--- src/verilog/sys_ctrl_pkg.sv ---
// Package with offsets, field layouts, reset values and carrier types of the control bank.
package sys_ctrl_pkg;

    // ****************************************************************
    // Register offsets and reset values
    // ****************************************************************
    localparam logic [7:0]  OFF_INTERRUPT_RESET_CONTROL    = 8'h0C;
    localparam logic [7:0]  OFF_LOW_POWER_CONTROL          = 8'h10;
    localparam logic [7:0]  OFF_CORE_CONFIGURATION_CONTROL = 8'h14;
    localparam logic [31:0] RST_INTERRUPT_RESET_CONTROL    = 32'hFA050000;
    localparam logic [31:0] RST_LOW_POWER_CONTROL          = 32'h00000000;
    localparam logic [31:0] RST_CORE_CONFIGURATION_CONTROL = 32'h00000200;

    // ****************************************************************
    // Field layout
    // ****************************************************************
    localparam logic [15:0] WRITE_UNLOCK_KEY     = 16'h05FA;
    localparam logic [15:0] UNLOCK_KEY_STATUS    = 16'hFA05;
    localparam int          KEY_LSB              = 16;
    localparam int          DATA_BYTE_ORDER_BIT  = 15;
    localparam int          SPLIT_LSB            = 8;
    localparam int          SYS_RESET_REQ_BIT    = 2;
    localparam int          DEBUG_CLEAR_ACT_BIT  = 1;
    localparam int          DEBUG_LOCAL_RST_BIT  = 0;
    localparam int          WAKE_ON_PENDING_BIT  = 4;
    localparam int          DEEP_SELECT_BIT      = 2;
    localparam int          ON_RETURN_SLEEP_BIT  = 1;
    localparam int          STACK_ALIGN_BIT      = 9;
    localparam int          BUS_FAULT_IGN_BIT    = 8;
    localparam int          ZERO_DIV_TRAP_BIT    = 4;
    localparam int          MISALIGN_TRAP_BIT    = 3;
    localparam int          TRIGGER_ACCESS_BIT   = 1;
    localparam int          THREAD_ANY_BIT       = 0;
    localparam logic [7:0]  PRIO_IMPL_MASK       = 8'hF0;
    localparam logic        DATA_BYTE_ORDER_LE   = 1'b0;

    // Split select codes for the implemented priority nibble.
    localparam logic [2:0]  SPLIT_GROUP_4 = 3'h3;
    localparam logic [2:0]  SPLIT_GROUP_3 = 3'h4;
    localparam logic [2:0]  SPLIT_GROUP_2 = 3'h5;
    localparam logic [2:0]  SPLIT_GROUP_1 = 3'h6;
    localparam logic [2:0]  SPLIT_GROUP_0 = 3'h7;

    // ****************************************************************
    // Carrier types
    // ****************************************************************
    typedef struct packed {
        logic [7:0] pend_prio;
        logic [7:0] run_prio;
        logic       irq_pend_new;
        logic       irq_pend_enabled;
        logic       event_enabled;
        logic       waiting;
        logic       wfe_exec;
        logic       sev_exec;
        logic       handler_return;
        logic       exc_entry;
        logic       stacked_align8;
        logic       exception_return_value;
        logic       load_store_bus_fault;
        logic       prio_neg;
        logic       div_by_zero;
        logic       misaligned;
        logic       multi_or_double;
        logic       trigger_access;
        logic       trigger_unpriv;
        logic       thread_return;
        logic       other_active;
    } core_in_s;

    typedef struct packed {
        logic       preempt;
        logic [7:0] pend_group;
        logic       wake;
        logic       wfe_done;
        logic       sleep_enter;
        logic       deep_sleep;
        logic       entry_align8;
        logic       return_align8;
        logic       bus_fault_ignored;
        logic       lockup;
        logic       div_trap;
        logic       div_quot_zero;
        logic       usage_fault;
        logic       trigger_grant;
        logic       trigger_deny;
        logic       thread_ok;
        logic       thread_fault;
        logic       system_reset_request;
    } core_out_s;

endpackage

--- src/verilog/system_control_config_regs.sv ---
// Privileged system control bank: reset/priority, low-power and configuration registers.
`timescale 1ns/1ps
`default_nettype none

// Notes on behaviour
// - Interrupt/reset register write is dropped unless top halfword carries unlock key.
// - Top halfword of interrupt/reset register always reads the key status value.
// - Byte order bit 15 is read-only zero, meaning little-endian.
// - Bits 10:8 hold the writable three-bit priority split select.
// - Split select decides which priority nibble bits are group versus subpriority.
// - Preemption compares only group priority bits chosen by split select.
// - Writing one to bit 2 requests system reset; bit reads zero.
// - Debug bits 1 and 0 read zero; software must write zero.
// - Wake on pending lets any new pending interrupt wake, disabled included.
// - A wake event while not waiting is latched for the next wait.
// - Send-event instruction or external event input also wakes the core.
// - Low-power bit 2 selects sleep or deep sleep.
// - Low-power bit 1 sleeps on return from handler to thread mode.
// - Configuration bit 9 picks 4- or 8-byte entry stack alignment.
// - Bit 8 lets priority -1/-2 handlers ignore data bus faults, else lock-up.
// - Bit 4 traps divide by zero, otherwise quotient is zero.
// - Bit 3 makes unaligned halfword and word accesses raise usage fault.
// - Unaligned multiple and doubleword accesses always fault.
// - Bit 1 grants unprivileged access to software interrupt trigger register.
// - Bit 0 clear: thread return only with no other exception active.
// - Priority fields implement bits 7:4 only; low bits read zero.
module system_control_config_regs
    import sys_ctrl_pkg::*;
(
    input  wire logic        clk_i,
    input  wire logic        rst_i,
    input  wire logic [7:0]  addr_i,
    input  wire logic [31:0] wdata_i,
    input  wire logic        wr_i,
    input  wire logic        rd_i,
    input  wire logic        priv_i,
    output logic      [31:0] rdata_o,
    output logic             bus_err_o,
    input  wire core_in_s    core_i,
    input  wire logic        ext_event_i,
    output core_out_s        core_o
);

    // ****************************************************************
    // State
    // ****************************************************************
    typedef struct packed {
        logic [2:0] split;
        logic       wake_on_pending;
        logic       deep_low_power_select;
        logic       low_power_on_handler_return;
        logic       entry_stack_alignment;
        logic       high_prio_bus_fault_ignore;
        logic       zero_divisor_trap_en;
        logic       misaligned_access_trap_en;
        logic       unprivileged_trigger_access;
        logic       thread_entry_any_level;
        logic       evt_meta;
        logic       evt_sync;
        logic       evt_sync_d;
        logic       evt_latch;
        logic [31:0] rdata;
        logic       bus_err;
        core_out_s  out;
    } state_s;

    state_s st_ff;
    state_s nxt_st;

    // ****************************************************************
    // Helper functions
    // ****************************************************************
    // Mask of group bits within an 8-bit priority for a split select value.
    // Codes below the first documented one behave as all-group.
    function automatic logic [7:0] group_mask(input logic [2:0] sel);
        logic [7:0] m;
        m = 8'h00;
        case (sel)
            SPLIT_GROUP_3: m = 8'hE0;
            SPLIT_GROUP_2: m = 8'hC0;
            SPLIT_GROUP_1: m = 8'h80;
            SPLIT_GROUP_0: m = 8'h00;
            default:       m = 8'hF0;
        endcase
        return m & PRIO_IMPL_MASK;
    endfunction

    // Group portion of a priority with unimplemented low bits removed.
    function automatic logic [7:0] group_of(input logic [7:0] prio, input logic [2:0] sel);
        return prio & PRIO_IMPL_MASK & group_mask(sel);
    endfunction

    // ****************************************************************
    // Next state
    // ****************************************************************
    logic        acc_ok;
    logic        wr_ok;
    logic        key_ok;
    logic [31:0] irc_rd;
    logic [31:0] lpc_rd;
    logic [31:0] ccr_rd;
    logic        wake_src;
    logic        wfe_now;

    always_comb begin
        nxt_st = st_ff;
        acc_ok = priv_i;
        wr_ok  = wr_i & acc_ok;
        key_ok = (wdata_i[31:KEY_LSB] == WRITE_UNLOCK_KEY);

        irc_rd = 32'h00000000;
        irc_rd[31:KEY_LSB] = UNLOCK_KEY_STATUS;
        irc_rd[DATA_BYTE_ORDER_BIT] = DATA_BYTE_ORDER_LE;
        irc_rd[SPLIT_LSB +: 3] = st_ff.split;
        // Reset request and both debug bits stay zero in the read image.
        irc_rd[SYS_RESET_REQ_BIT] = 1'b0;
        irc_rd[DEBUG_CLEAR_ACT_BIT] = 1'b0;
        irc_rd[DEBUG_LOCAL_RST_BIT] = 1'b0;

        lpc_rd = 32'h00000000;
        lpc_rd[WAKE_ON_PENDING_BIT] = st_ff.wake_on_pending;
        lpc_rd[DEEP_SELECT_BIT]     = st_ff.deep_low_power_select;
        lpc_rd[ON_RETURN_SLEEP_BIT] = st_ff.low_power_on_handler_return;

        ccr_rd = 32'h00000000;
        ccr_rd[STACK_ALIGN_BIT]    = st_ff.entry_stack_alignment;
        ccr_rd[BUS_FAULT_IGN_BIT]  = st_ff.high_prio_bus_fault_ignore;
        ccr_rd[ZERO_DIV_TRAP_BIT]  = st_ff.zero_divisor_trap_en;
        ccr_rd[MISALIGN_TRAP_BIT]  = st_ff.misaligned_access_trap_en;
        ccr_rd[TRIGGER_ACCESS_BIT] = st_ff.unprivileged_trigger_access;
        ccr_rd[THREAD_ANY_BIT]     = st_ff.thread_entry_any_level;

        // Register writes.
        nxt_st.out.system_reset_request = 1'b0;
        if (wr_ok) begin
            case (addr_i)
                OFF_INTERRUPT_RESET_CONTROL: begin
                    if (key_ok) begin
                        nxt_st.split = wdata_i[SPLIT_LSB +: 3];
                        nxt_st.out.system_reset_request = wdata_i[SYS_RESET_REQ_BIT];
                    end
                end
                OFF_LOW_POWER_CONTROL: begin
                    nxt_st.wake_on_pending             = wdata_i[WAKE_ON_PENDING_BIT];
                    nxt_st.deep_low_power_select       = wdata_i[DEEP_SELECT_BIT];
                    nxt_st.low_power_on_handler_return = wdata_i[ON_RETURN_SLEEP_BIT];
                end
                OFF_CORE_CONFIGURATION_CONTROL: begin
                    nxt_st.entry_stack_alignment       = wdata_i[STACK_ALIGN_BIT];
                    nxt_st.high_prio_bus_fault_ignore  = wdata_i[BUS_FAULT_IGN_BIT];
                    nxt_st.zero_divisor_trap_en        = wdata_i[ZERO_DIV_TRAP_BIT];
                    nxt_st.misaligned_access_trap_en   = wdata_i[MISALIGN_TRAP_BIT];
                    nxt_st.unprivileged_trigger_access = wdata_i[TRIGGER_ACCESS_BIT];
                    nxt_st.thread_entry_any_level      = wdata_i[THREAD_ANY_BIT];
                end
                default: begin
                end
            endcase
        end

        // Register reads; data stand one cycle after the strobe only.
        nxt_st.rdata = 32'h00000000;
        if (rd_i && acc_ok) begin
            case (addr_i)
                OFF_INTERRUPT_RESET_CONTROL:    nxt_st.rdata = irc_rd;
                OFF_LOW_POWER_CONTROL:          nxt_st.rdata = lpc_rd;
                OFF_CORE_CONFIGURATION_CONTROL: nxt_st.rdata = ccr_rd;
                default:                        nxt_st.rdata = 32'h00000000;
            endcase
        end
        nxt_st.bus_err = (rd_i | wr_i) & ~acc_ok;

        // Preemption on group priority only; lower value is more urgent.
        nxt_st.out.pend_group = group_of(core_i.pend_prio, st_ff.split);
        nxt_st.out.preempt    = group_of(core_i.pend_prio, st_ff.split)
                              < group_of(core_i.run_prio, st_ff.split);

        // The event pin is asynchronous; a rising edge of the second stage, found against the third, is used.
        nxt_st.evt_meta   = ext_event_i;
        nxt_st.evt_sync   = st_ff.evt_meta;
        nxt_st.evt_sync_d = st_ff.evt_sync;

        wake_src = (core_i.irq_pend_new
                    & (core_i.irq_pend_enabled | st_ff.wake_on_pending))
                 | core_i.event_enabled
                 | core_i.sev_exec
                 | (st_ff.evt_sync & ~st_ff.evt_sync_d);

        // A wait that finds the latch set finishes at once and consumes it;
        // a new source in that same cycle sets the latch again.
        wfe_now            = core_i.wfe_exec & st_ff.evt_latch;
        nxt_st.out.wfe_done = wfe_now;
        nxt_st.out.wake     = wake_src & core_i.waiting;
        nxt_st.evt_latch    = (st_ff.evt_latch & ~wfe_now)
                            | (wake_src & ~core_i.waiting);

        // Low-power entry on handler return.
        nxt_st.out.sleep_enter = core_i.handler_return
                               & st_ff.low_power_on_handler_return;
        nxt_st.out.deep_sleep  = st_ff.deep_low_power_select;

        // Stack alignment chosen on entry, restored from the stacked word on return.
        nxt_st.out.entry_align8 = st_ff.entry_stack_alignment;
        if (core_i.exception_return_value) begin
            nxt_st.out.return_align8 = core_i.stacked_align8;
        end

        // Data bus fault under priority -1 or -2.
        nxt_st.out.bus_fault_ignored = core_i.load_store_bus_fault & core_i.prio_neg
                                     & st_ff.high_prio_bus_fault_ignore;
        nxt_st.out.lockup = core_i.load_store_bus_fault & core_i.prio_neg
                          & ~st_ff.high_prio_bus_fault_ignore;

        // Divide by zero.
        nxt_st.out.div_trap      = core_i.div_by_zero & st_ff.zero_divisor_trap_en;
        nxt_st.out.div_quot_zero = core_i.div_by_zero & ~st_ff.zero_divisor_trap_en;

        // Misaligned accesses.
        nxt_st.out.usage_fault = core_i.misaligned
                               & (st_ff.misaligned_access_trap_en
                                  | core_i.multi_or_double);

        // Software interrupt trigger register access.
        nxt_st.out.trigger_grant = core_i.trigger_access
                                 & (~core_i.trigger_unpriv
                                    | st_ff.unprivileged_trigger_access);
        nxt_st.out.trigger_deny  = core_i.trigger_access & core_i.trigger_unpriv
                                 & ~st_ff.unprivileged_trigger_access;

        // Return to thread mode.
        nxt_st.out.thread_ok    = core_i.thread_return
                                & (~core_i.other_active | st_ff.thread_entry_any_level);
        nxt_st.out.thread_fault = core_i.thread_return & core_i.other_active
                                & ~st_ff.thread_entry_any_level;
    end

    // ****************************************************************
    // Registers
    // ****************************************************************
    always_ff @(posedge clk_i) begin
        if (rst_i) begin
            st_ff <= '0;
            st_ff.split <= RST_INTERRUPT_RESET_CONTROL[SPLIT_LSB +: 3];
            st_ff.wake_on_pending <= RST_LOW_POWER_CONTROL[WAKE_ON_PENDING_BIT];
            st_ff.deep_low_power_select <= RST_LOW_POWER_CONTROL[DEEP_SELECT_BIT];
            st_ff.low_power_on_handler_return <= RST_LOW_POWER_CONTROL[ON_RETURN_SLEEP_BIT];
            st_ff.entry_stack_alignment <= RST_CORE_CONFIGURATION_CONTROL[STACK_ALIGN_BIT];
            st_ff.out.entry_align8 <= RST_CORE_CONFIGURATION_CONTROL[STACK_ALIGN_BIT];
        end else begin
            st_ff <= nxt_st;
        end
    end

    assign rdata_o   = st_ff.rdata;
    assign bus_err_o = st_ff.bus_err;
    assign core_o    = st_ff.out;

endmodule

`default_nettype wire
--- config.mk ---
export PLATFORM = sky130hd
export DESIGN_NAME = system_control_config_regs
export DESIGN_NICKNAME = d
export VERILOG_FILES = /design/src/verilog/sys_ctrl_pkg.sv /design/src/verilog/system_control_config_regs.sv
export SDC_FILE = /design/constraint.sdc
export NUM_CORES = 1
export LEC_CHECK = 0
export BUFFER_PORTS_ARGS = -buffer_cell sky130_fd_sc_hd__buf_2
export CAP_MARGIN = 10
export CORE_UTILIZATION = 46
export DETAILED_ROUTE_END_ITERATION = 10
export MAX_ROUTING_LAYER = met4
export PLACE_DENSITY = 0.86
export SLEW_MARGIN = 5
export SYNTH_ARGS = -nofsm -noshare
export SYNTH_HDL_FRONTEND = slang
export SYNTH_SLANG_ARGS = --single-unit
--- constraint.sdc ---
create_clock -name clk_i -period 3 [get_ports clk_i]
set_input_delay 0 -clock clk_i [delete_from_list [all_inputs] [get_ports clk_i]]
set_output_delay 0 -clock clk_i [all_outputs]
set_load 0.03 [all_outputs]
After elaboration in Yosys (flattened, before gate mapping). Index checks and enable logic that the tools add are counted.

$lt $le $gt $ge: 1. Eq/ne operators: 8. Muxes and demuxes: 2. Bitwise logic cells: 46. Reductions and logical operators: 6.

Operator list (count): $pmux 32 s3 (1); $pmux 8 s4 (1); $and 1x1->1 (21); $and 8x8->8 (2); $eq 16x11->1 const B (1); $eq 8x5->1 const B (2); $not 1->1 (14); $eq 3x3->1 const B (4); $or 1x1->1 (9); $eq 8x4->1 const B (1); $lt 8x8->1 (1); $reduce_and 2->1 (2); $reduce_or 4->1 (1); $reduce_and 3->1 (1); $reduce_or 2->1 (1); $logic_and 1x1->1 (1).

Bits in registers: 74. Bits of input ports: 81. Output and inout port bits: 58. Word-level logic and storage cells: 97.

Logic depth before layout (Yosys ltp).
Depth in word-level cells: 7. Gate-level depth with buffers: 6. Gate-level depth less buffers: 6.

Worst setup path after synthesis. Ideal clock, no wire load.

Path type: register to register. From: register st_ff (netlist bit irc_rd[10]). To: register st_ff (netlist bit core_o[24]). Library setup time: 0.114 ns. Arrival time: 1.274 ns. Data required time: 2.886 ns. Path slack: 1.612 ns. Cell stages (with the launch flop): 7. Buffers on the path: 0. Clock period less this slack: 1.388 ns. Path through: dfxtp_1 o21ai_0 and2_1 ha_1 a21boi_0 o21ai_0 a21o_1.

RTL lines: start: declaration (RTL line system_control_config_regs.sv:67) `state_s st_ff;`; start signal: assignment (RTL line system_control_config_regs.sv:250) `st_ff <= nxt_st;`.

==> run_results.csv <==
group,metric,value,unit
timing,rsz0062_at_grt,"false",
grt,grt_pass1_vias,1575,
cts,cts_tree,"done",
routing,post_drt_wl_per_cell,11.4,um
logic_synthesis,ys_seq_area_share,43.0,%
power,ir_worst_vdd,0.237,mV
grt,grt_max_degree,40,
cts,cts_num_sinks,47,
logic_synthesis,synth_top_cell_by_area,"dfxtp_1",
placement,gp_congestion,0.721,
worst_setup_path,rrSetupSlack,1.47,ns
timing,worst-slew-pin-transition,0.676,ns
logic_synthesis,synth.top_cell.area_share,43.0,%
timing,layout_min_cycle_time,1.53,ns
logic_synthesis,synth_area,0.00219,mm2
placement,place_area,0.00238,mm2
cts,clk_pin_slew,0.08,ns
cells_and_area,layout_common_cells,"buf_2 (101), dfxtp_1 (47), dlygate4sd3_1 (25), nor2_1 (23), conb_1 (20)",
routing,dr.pass1.iters,7,
cts,cts-root-buf,"clkbuf_8",
power,power_density,463,mW/mm2
logic_synthesis,postSynthAreaPerCell,9.39,um2
worst_setup_path,cp.buffers_inverters,0,
worst_setup_path,r2r-end,"core_o[24]",
cts,cts-buffers-inserted,5,
worst_setup_path,path_max_fanout,7,
placement,place_ws,1.46,ns
grt,grt_pass1_wl,6740,um
logic_synthesis,async_flop_share,0,%
cells_and_area,drive_gt1_share,34.1,%
worst_setup_path,crit_path_start,"irc_rd[10]",
timing,setup_viol,0,
timing,fmax,653,MHz
cells_and_area,final_nets,407,
die,dieArea,0.00504,mm2
worst_setup_path,crit_path_max_incr_delay,0.43,ns
die,initial_core_util,48.9,%
logic_synthesis,synthFlopType,"dfxtp_1",
routing,drtIter0Drc,79,
logic_synthesis,synth_warnings,0,
worst_setup_path,worstSetupStartpointType,"flip-flop",
grt,antenna_found_initial,0,
cells_and_area,final_area,0.00273,mm2
cells_and_area,n_antenna_cell,0,
worst_setup_path,crit_family,"compound AO/OA/AOI/OAI gates",
cells_and_area,final_common_cell,"buf_2",
cts,post-cts-setup-buffers,0,
timing,whs,0.0143,ns
worst_setup_path,r2r_start,"irc_rd[10]",
logic_synthesis,synthCells,233,
worst_setup_path,critPathKind,"flip-flop to flip-flop",
logic_synthesis,synth_area_leaders,"dfxtp_1 (43%), buf_4 (20%), mux2i_1 (5.0%), nor2_1 (3.9%), nor2b_1 (2.6%)",
timing,finalHoldViolCount,0,
logic_synthesis,ys_ff_latch,47,
placement,port_buffers,101,
logic_synthesis,ys_types,34,
worst_setup_path,setup.worst_path.end,"core_o[24]",
timing,finalSetupTns,0,ns
worst_setup_path,cp_num_cells,6,
outcome,violations,"DRC",
die,rows,24,
timing,slew_headroom,54.9,%
logic_synthesis,synth-edff-count,0,
power,p_leak,1.37,nW
worst_setup_path,end_kind,"flip-flop",
grt,track_usage,17.9,%
worst_setup_path,worst_path_most_repeated_cell,"o21ai_0",
job,max-cap-violations,0,
routing,vias,1742,
worst_setup_path,crit_chain,"o21ai_0 -> and2_1 -> ha_1 -> a21boi_0 -> o21ai_0 -> a21o_1",
routing,viasPerCell,4.65,
timing,period_share,51.0,%
cells_and_area,utilization,61.0,%
worst_setup_path,arrival,1.73,ns
worst_setup_path,required,3.20,ns
timing,postLayoutSetupSlackWorst,1.47,ns
min_path,hold_class,"input port to flip-flop",
cts,clk_latency,0.30,ns
cts,clock_path_buffers,2,
timing,final_max_slew_viol_count,0,
die,die_h,71.0,um
cells_and_area,areaGrowthSynthToFinish,24.7,%
outcome,status,"complete, but fails checks",
die,fp.dieW,71.0,um
routing,wl,4290,um
worst_setup_path,cp_slowest_cell,"dfxtp_1",
die,core_area,0.00447,mm2
timing,fin_skew,0.00490,ns
grt,gr-total-overflow,0,
placement,dp_hpwl,3110,um
die,io_pins,139,
routing,ant_nets,0,
routing,drc,18,
cts,h-tree-depth,2,
worst_setup_path,reg2reg_depth,6,
==> registers in the layout, summed over array words and instances, names as in the netlist <==
signal     count
core_o        21
rdata_o        9
ccr_rd         6
irc_rd         3
lpc_rd         3
nxt_st         2
st_ff          2
bus_err_o      1
==> stage by stage <==
stage                     total power, W  cells
after global routing             0.00131    375
after detailed placement        0.000811    343
final                            0.00126    375
after global placement          0.000808    343
after CTS                        0.00128    375
after floorplan                 0.000787    252
==> power breakdown <==
part	switching (W)	internal, W
clock network	0.000196	0.000244
logic	0.000103	0.0000790
registers	0.00000297	0.000637
==> area by class of cell <==
class / count / area (um2)
inverter: 3 / 11.3
fill: 397 / 1750
clock buffer: 6 / 72.6
clock inverter: 1 / 30.0
multi-input combinational: 140 / 853
sequential: 47 / 941
timing repair buffer: 126 / 756
tap: 52 / 65.1
==> cells by family after synthesis <==
logic type	after synthesis	synth area share, %
adders and majority gates	3	1.72
muxes	11	5.03
and+or+nand+nor	89	24.2
buffers and inverters	65	21.3
AOI/OAI and AO/OA	17	4.57
other	1	0.171
DFF	47	43.0
==> worst min-delay path by stage <==
stage                    start         to  slack, ns  cells after the start
finish               core_i[2]  core_o[4]       0.01                      3
global route         core_i[0]  core_o[2]       0.04                      3
CTS                  core_i[2]  core_o[4]      0.007                      3
detailed placement  core_i[15]  st_ff[58]       0.20                      2
global placement        priv_i  bus_err_o       0.19                      2
floorplan               priv_i  bus_err_o       0.08                      1
==> synthesized netlist by cell type (2+ instances only) <==
library cell  number
buf_4             57
dfxtp_1           47
nor2_1            23
mux2i_1           11
nor2b_1            9
nand2_1            8
nor3b_1            7
and2_1             6
nor3_1             6
o21ai_0            6
a21oi_1            5
and3_1             5
nand3_1            5
clkbuf_1           4
nor4b_1            4
and3b_1            3
ha_1               3
inv_1              3
a22oi_1            2
and4_1             2
nand2b_1           2
nand4_1            2
nor4bb_1           2
==> worst min-delay path, stage by stage <==
cell	delay (ns)
buf_2	0.07
nor2b_1	0.14
nor3b_1	0.06
==> routing by layer <==
metal / vias up / track usage (%) / part of all wire (%)
met5: - / - / 0
met4: 0 / 9.78 / 2.3
met3: 9 / 4.84 / 6.2
met2: 69 / 32.2 / 52
met1: 776 / 17.5 / 40
li1: 888 / - / -
==> timing repair <==
item	in CTS	in global routing
hold endpoints to repair	30	0
gates resized for setup	0	0
hold buffers	25	0
(Power assumes the default switching activity.)
